**src/inc/branch_pkg.sv**
```systemverilog
// constants for the relative branch condition unit
package branch_pkg;
    localparam logic [7:0]  OP_ALWAYS       = 8'h20;
    localparam logic [7:0]  OP_NEVER        = 8'h21;
    localparam logic [7:0]  OP_U_ABOVE      = 8'h22;
    localparam logic [7:0]  OP_U_AT_MOST    = 8'h23;
    localparam logic [7:0]  OP_CARRY_CLEAR  = 8'h24;
    localparam logic [7:0]  OP_CARRY_SET    = 8'h25;
    localparam logic [7:0]  OP_NOT_EQUAL    = 8'h26;
    localparam logic [7:0]  OP_EQUAL        = 8'h27;
    localparam logic [7:0]  OP_OVF_CLEAR    = 8'h28;
    localparam logic [7:0]  OP_OVF_SET      = 8'h29;
    localparam logic [7:0]  OP_POSITIVE     = 8'h2A;
    localparam logic [7:0]  OP_NEGATIVE     = 8'h2B;
    localparam logic [7:0]  OP_S_AT_LEAST   = 8'h2C;
    localparam logic [7:0]  OP_S_BELOW      = 8'h2D;
    localparam logic [7:0]  OP_S_ABOVE      = 8'h2E;
    localparam logic [7:0]  OP_S_AT_MOST    = 8'h2F;
    localparam logic [15:0] DUMMY_ADDR      = 16'hFFFF;
    localparam logic [15:0] PC_STEP         = 16'h0002;
    localparam logic [15:0] PC_RESET        = 16'h0000;
    localparam logic [7:0]  FLAGS_RESET     = 8'hD0;
    // flag positions in the condition flags register
    localparam int          FLAG_C          = 0;
    localparam int          FLAG_V          = 1;
    localparam int          FLAG_Z          = 2;
    localparam int          FLAG_N          = 3;
    typedef enum logic [1:0] {
        ST_FETCH  = 2'b00,
        ST_OFFSET = 2'b01,
        ST_DUMMY  = 2'b11
    } seq_state_e;
endpackage

```
**src/inc/cond_if.sv**
```systemverilog
// interface between the sequencer and the condition evaluator
`timescale 1ns/1ps
`default_nettype none
interface cond_if;
    logic [7:0] opcode;
    logic [7:0] flags;
    logic       is_branch;
    logic       taken;
    modport eval (input opcode, input flags, output is_branch, output taken);
    modport seq  (output opcode, output flags, input is_branch, input taken);
endinterface
`default_nettype wire

```
**src/hw/branch_condition_eval.sv**
```systemverilog
// condition evaluator for relative branch opcodes
`timescale 1ns/1ps
`default_nettype none
module branch_condition_eval
(
    cond_if.eval cif
);
    logic c;
    logic v;
    logic z;
    logic n;
    assign c = cif.flags[branch_pkg::FLAG_C];
    assign v = cif.flags[branch_pkg::FLAG_V];
    assign z = cif.flags[branch_pkg::FLAG_Z];
    assign n = cif.flags[branch_pkg::FLAG_N];
    assign cif.is_branch = (cif.opcode[7:4] == 4'h2);

    always_comb
    begin
        case (cif.opcode)
            branch_pkg::OP_ALWAYS:      cif.taken = 1'b1;
            branch_pkg::OP_NEVER:       cif.taken = 1'b0;
            branch_pkg::OP_U_ABOVE:     cif.taken = ~(c | z);
            branch_pkg::OP_U_AT_MOST:   cif.taken = c | z;
            branch_pkg::OP_CARRY_CLEAR: cif.taken = ~c;
            // below and carry-set share one opcode
            branch_pkg::OP_CARRY_SET:   cif.taken = c;
            branch_pkg::OP_NOT_EQUAL:   cif.taken = ~z;
            branch_pkg::OP_EQUAL:       cif.taken = z;
            branch_pkg::OP_OVF_CLEAR:   cif.taken = ~v;
            branch_pkg::OP_OVF_SET:     cif.taken = v;
            branch_pkg::OP_POSITIVE:    cif.taken = ~n;
            branch_pkg::OP_NEGATIVE:    cif.taken = n;
            branch_pkg::OP_S_AT_LEAST:  cif.taken = ~(n ^ v);
            branch_pkg::OP_S_BELOW:     cif.taken = n ^ v;
            branch_pkg::OP_S_ABOVE:     cif.taken = ~(z | (n ^ v));
            branch_pkg::OP_S_AT_MOST:   cif.taken = z | (n ^ v);
            default:                    cif.taken = 1'b0;
        endcase
    end
endmodule // branch_condition_eval
`default_nettype wire

```
**src/hw/relative_branch_condition_unit.sv**
```systemverilog
// sequencer for relative branches: fetch, offset with pc update, dummy read
`timescale 1ns/1ps
`default_nettype none
// Functional notes
// - taken: new pc is opcode address+2+offset
// - 2F taken when Z or (N xor V)
// - 25 taken when carry set
// - below and carry-set are one opcode
// - three reads: opcode, offset, dummy FFFF
// - 2B, 2A, 29, 28 single flag tests
// - 27 on Z set, 26 on Z clear
// - 20 always, 21 never, full cycles
// - non-arithmetic ops keep carry unchanged
module relative_branch_condition_unit
(
    input  wire logic        mclk,
    input  wire logic        reset_n,
    input  wire logic [7:0]  rd_data,
    input  wire logic        flags_load,
    input  wire logic [7:0]  flags_in,
    input  wire logic        carry_keep,
    output logic      [15:0] addr,
    output logic             rw,
    output logic             bus_cycle,
    output logic      [15:0] pc,
    output logic      [7:0]  condition_flags_reg,
    output logic             branch_taken,
    output logic             illegal_op
);
    // ==========================================
    // condition evaluator, reached over the condition interface
    cond_if cif ();
    branch_condition_eval u_eval (.cif(cif));

    // ==========================================
    // state and next values
    branch_pkg::seq_state_e state;
    branch_pkg::seq_state_e next_state;
    logic [7:0]  opcode;
    logic [7:0]  next_opcode;
    logic [15:0] next_pc;
    logic [7:0]  next_flags;
    logic        next_taken;
    logic        next_illegal;
    logic [15:0] offset_ext;
    logic        fetch_is_branch;
    logic [15:0] fall_pc;
    logic [15:0] target_pc;

    // ==========================================
    // evaluator hookup and fetched byte decode
    assign cif.opcode = opcode;
    assign cif.flags  = condition_flags_reg;
    // offset is taken straight from the bus in the offset cycle
    assign offset_ext = {{8{rd_data[7]}}, rd_data};
    // the top nibble alone marks the relative branch group
    assign fetch_is_branch = (rd_data[7:4] == 4'h2);

    // ==========================================
    // branch target arithmetic
    assign fall_pc   = pc + branch_pkg::PC_STEP;
    assign target_pc = fall_pc + offset_ext;

    // ==========================================
    // bus side
    // every cycle is a read; this unit never writes memory
    assign rw        = 1'b1;
    assign bus_cycle = 1'b1;

    // ==========================================
    // address mux
    // the dummy read parks the bus on the top address after pc has taken its new value
    always_comb
    begin
        case (state)
            branch_pkg::ST_FETCH:  addr = pc;
            branch_pkg::ST_OFFSET: addr = pc + 16'h0001;
            branch_pkg::ST_DUMMY:  addr = branch_pkg::DUMMY_ADDR;
            default:               addr = pc;
        endcase
    end

    // ==========================================
    // sequencer next state
    always_comb
    begin
        next_state   = state;
        next_opcode  = opcode;
        next_pc      = pc;
        case (state)
            branch_pkg::ST_FETCH:
            begin
                next_opcode  = rd_data;
                // non-branch opcodes are skipped one byte; other classes live elsewhere
                if (fetch_is_branch)
                begin
                    next_state = branch_pkg::ST_OFFSET;
                end
                else
                begin
                    next_pc = pc + 16'h0001;
                end
            end
            branch_pkg::ST_OFFSET:
            begin
                next_state = branch_pkg::ST_DUMMY;
                if (cif.taken && cif.is_branch)
                begin
                    next_pc = target_pc;
                end
                else
                begin
                    next_pc = fall_pc;
                end
            end
            branch_pkg::ST_DUMMY:
            begin
                // the new pc is already in place for the next fetch
                next_state = branch_pkg::ST_FETCH;
            end
            default:
            begin
                next_state = branch_pkg::ST_FETCH;
            end
        endcase
    end

    // ==========================================
    // branch result and decode status next values
    always_comb
    begin
        next_taken   = branch_taken;
        next_illegal = illegal_op;
        case (state)
            branch_pkg::ST_FETCH:
            begin
                next_illegal = ~fetch_is_branch;
            end
            branch_pkg::ST_OFFSET:
            begin
                // held until the next branch decides, so the last outcome stays visible
                next_taken = cif.taken;
            end
            branch_pkg::ST_DUMMY:
            begin
                next_taken = branch_taken;
            end
            default:
            begin
                next_illegal = illegal_op;
            end
        endcase
    end

    // ==========================================
    // flags next value
    // a load is honoured only in the fetch cycle, so a branch in flight
    // always sees, and leaves, the flags in place at the end of its fetch cycle
    always_comb
    begin
        next_flags = condition_flags_reg;
        if (flags_load && state == branch_pkg::ST_FETCH)
        begin
            next_flags = flags_in;
            // spare-carry instructions hand the old carry back
            if (carry_keep)
            begin
                next_flags[branch_pkg::FLAG_C] = condition_flags_reg[branch_pkg::FLAG_C];
            end
        end
    end

    // ==========================================
    // sequencer registers
    always_ff @(posedge mclk)
    begin
        if (!reset_n)
        begin
            state  <= branch_pkg::ST_FETCH;
            opcode <= 8'h00;
            pc     <= branch_pkg::PC_RESET;
        end
        else
        begin
            state  <= next_state;
            opcode <= next_opcode;
            pc     <= next_pc;
        end
    end

    // ==========================================
    // flags register
    always_ff @(posedge mclk)
    begin
        if (!reset_n)
        begin
            condition_flags_reg <= branch_pkg::FLAGS_RESET;
        end
        else
        begin
            condition_flags_reg <= next_flags;
        end
    end

    // ==========================================
    // result registers
    always_ff @(posedge mclk)
    begin
        if (!reset_n)
        begin
            branch_taken <= 1'b0;
            illegal_op   <= 1'b0;
        end
        else
        begin
            branch_taken <= next_taken;
            illegal_op   <= next_illegal;
        end
    end
endmodule // relative_branch_condition_unit
`default_nettype wire

```
**config.mk**
```make
export PLATFORM = sky130hd
export DESIGN_NAME = relative_branch_condition_unit
export DESIGN_NICKNAME = d
export VERILOG_FILES = /design/src/inc/branch_pkg.sv /design/src/inc/cond_if.sv /design/src/hw/branch_condition_eval.sv /design/src/hw/relative_branch_condition_unit.sv
export SDC_FILE = /design/constraint.sdc
export NUM_CORES = 1
export LEC_CHECK = 0
export BUFFER_PORTS_ARGS = -buffer_cell sky130_fd_sc_hd__buf_2
export CORE_MARGIN = 2
export CORE_UTILIZATION = 40
export DETAILED_ROUTE_END_ITERATION = 16
export HOLD_SLACK_MARGIN = 0.06
export PLACE_DENSITY_LB_ADDON = 0.05
export SLEW_MARGIN = 20
export SYNTH_ARGS = -nofsm -noshare
export SYNTH_HDL_FRONTEND = slang
export SYNTH_HIERARCHICAL = 1
export SYNTH_SLANG_ARGS = --single-unit
```
**constraint.sdc**
```tcl
create_clock -name mclk -period 3.3 [get_ports mclk]
set_clock_uncertainty 0.2 [all_clocks]
set_input_delay 0 -clock mclk [delete_from_list [all_inputs] [get_ports mclk]]
set_output_delay 0 -clock mclk [all_outputs]
set_load 0.05 [all_outputs]
```
==> summary.json <==
{
  "cp-start-kind": "flip-flop",
  "run_status": "completed",
  "drive_above_1_share": 0.2163,
  "place.gp.congestion": 0.8856,
  "finalInstanceArea_um2": 4275,
  "globalRouteTotalUtil": 0.2456,
  "largest_register_ff_count": 16,
  "setup_ws_ns": 0.2267,
  "final_net_count": 605,
  "grt_start_max_net_pins": 19,
  "worstPathMaxFanout": 10,
  "hpwl_detailed_mm": 7.877,
  "max-vdd-ir-drop_mv": 0.1797,
  "ys_types": 64,
  "clock-root-buffer": "clkbuf_8",
  "core-area_um2": 8134,
  "min_path_type": "reg -> reg",
  "synth_flop_cell": "dfxtp_1",
  "final.min_clock_period_ns": 3.073,
  "numPortBuffers": 61,
  "synthTopCellsByArea": "dfxtp_1 (22%), nand2_1 (8.4%), ha_1 (7.9%)",
  "cts_tree": "done",
  "deepest_clock_path_buffer_count": 2,
  "post-route-drc-count": 0,
  "finalSetupViolCount": 0,
  "worstPathArrival_ns": 3.08,
  "synth_top_area_frac": 0.2174,
  "cts_sinks": 36,
  "rsz0062_at_grt": "false",
  "critical-path-slowest-cell": "or3_4",
  "grt_first_pass_wirelength_mm": 17.22,
  "first_pass_iters": 5,
  "initial_core_utilization": 0.4076,
  "number_of_enable_flip_flop_cells_after_synthesis": 0,
  "path_cells": "nand4_4 -> or3_4 -> nor3_2 -> xor2_1 -> ha_1 -> nand2_1 -> o21ai_0 -> a31oi_2 -> a2111o_1 -> nand4b_1 -> nor2_1",
  "worstPathRequired_ns": 3.31,
  "slew_headroom": 0.4938,
  "grt_antenna_before_repair": 0,
  "finish.utilization": 0.5256,
  "dieArea_um2": 9034,
  "synthArstFlopShare": 0,
  "power.static_leakage_nw": 1.856,
  "totalWireLength_mm": 10.83,
  "placed_instance_area_um2": 3804,
  "routedWlPerCell_um": 16.19,
  "maxClockFrequency_mhz": 325.4,
  "insertion_delay_ns": 0.30,
  "slowest_delay_ns": 0.44,
  "grt_pass1_vias": 3346,
  "drv_cap": 0,
  "post-synth-top-area-cell": "dfxtp_1",
  "critical_path_class": "reg -> reg",
  "postRouteAntennaNets": 0,
  "netlist_area_pre_place_um2": 3316,
  "drt_first_iter_violations": 270,
  "worst_pin_slew_ns": 0.7487,
  "setup_tns_ns": 0,
  "area.growth.synth_to_final_pct": 28.94,
  "drv_slew": 0,
  "end_kind": "flip-flop",
  "power_density_nw_per_um2": 326.2,
  "num_io_pins": 64,
  "die_y_um": 95.05,
  "dp_worst_setup_slack_ns": 0.1080,
  "number_of_hold_violations_in_the_final_report": 0,
  "synthCells": 467,
  "synth_seq_cells": 36,
  "antenna_cells": 0,
  "seq_area_frac_synth": 0.2174,
  "htree_levels": 2,
  "clk_pin_slew_worst_paths_ns": 0.09,
  "cts-buffers-inserted": 5,
  "drt-vias-per-instance": 5.629,
  "die_width_um": 95.05,
  "grt_remaining_overflow": 0,
  "synthesis.area_per_instance_um2": 7.100,
  "vias": 3766,
  "period_share": 0.9313,
  "floorplan.rows": 33,
  "ys.warnings.count": 6
}
-- cell type report --
type / count / area, um^2
sequential: 36 / 733.2
tap: 105 / 131.4
clock inverter: 3 / 23.77
inverter: 11 / 41.29
fill: 805 / 3859
multi-input combinational: 389 / 2446
timing repair buffer: 120 / 830.8
clock buffer: 5 / 68.82
-- synthesized netlist by cell type (all sizes together), types with 2 or more instances --
cell / instances
inv: 11
nand4b: 2
o211ai: 5
nor2: 45
a32oi: 2
a21o: 3
buf: 11
o21ai: 34
and2: 3
a31oi: 9
ha: 21
a211o: 2
or2: 3
o21a: 8
xnor2: 18
nor2b: 4
clkbuf: 21
or3: 5
nand2b: 4
o22a: 6
o221ai: 6
or4: 2
o31ai: 4
nand4: 9
a21oi: 43
nor4b: 2
a2111oi: 2
xor2: 13
nand2: 75
a211oi: 8
nor4: 4
nand3: 19
nor3: 9
dfxtp: 36
o21bai: 2
-- cells in the final DEF (no fill, tap or decap), types with 8 or more instances in the layout --
cell           Yosys  final
buf_2              7     61
a21oi_1           43     43
inv_1             11     11
dfxtp_1           36     30
nor2_1            45     45
o21ai_0           32     32
xor2_1            13     13
nand2_1           74     74
ha_1              21     20
nand3_1           19     19
xnor2_1           18     18
buf_4              2     26
dlygate4sd3_1      0     33
o21a_1             8      8
a31oi_1            9      8
-- report_power, final --
group          switching [W]  internal [W]
logic               0.000342      0.000194
registers          0.0000414      0.000463
clock network       0.000205      0.000150
total               0.000588      0.000807
-- per-layer routing --
layer | GRT usage | part of all wire | up-vias
li1 | - | - | 1874
met1 | 0.3697 | 0.49 | 1746
met2 | 0.3676 | 0.43 | 136
met3 | 0.04348 | 0.072 | 10
met4 | 0.04589 | 0.0096 | 0
met5 | 0 | 0 | -
-- worst max-delay path: cells and delay by family (launching register included) --
| kind | cells | cell delay, ns |
|---|---|---|
| AND/OR/NAND/NOR | 6 | 1.09 |
| flip-flops | 1 | 0.43 |
| XOR/XNOR | 1 | 0.26 |
| adder cells (fa/ha/maj) | 1 | 0.26 |
| AO/OA/AOI/OAI | 3 | 0.73 |
-- cell families after synthesis --
logic type               synth area share
XOR/XNOR                          0.08189
buffers and inverters             0.05358
other                            0.001131
adder cells (fa/ha/maj)           0.08528
flip-flops                         0.2174
multiplexers                     0.003396
AND/OR/NAND/NOR                    0.2868
AO/OA/AOI/OAI                      0.2706
-- what timing repair did --
action / in CTS / in global routing
hold endpoints to repair: 23 / 0
setup endpoints to repair: 0 / 1
setup buffers: 0 / 2
gates resized for setup: 0 / 11
hold buffers: 33 / 0
-- final timing paths --
path | slack (ns) | start | cells after the start | end
worst min-delay path | 0.26 | cif.opcode[5] | 2 | cif.opcode[5]
worst max register to register | 0.23 | pc[6] | 11 | pc[15]
worst min register to register | 0.26 | cif.opcode[5] | 2 | cif.opcode[5]
worst max-delay path | 0.23 | pc[6] | 11 | pc[15]
-- metrics by stage --
step	hold WS, ns	instances	total power, W
final	0.2624	669	0.001395
after global placement	0.009688	626	0.001005
after floorplan	-0.07585	468	0.0008728
after CTS	0.2645	667	0.001395
after detailed placement	0.01889	626	0.001010
after global routing	0.2915	669	0.001468
Note: power is estimated with default switching activity, not from simulation.
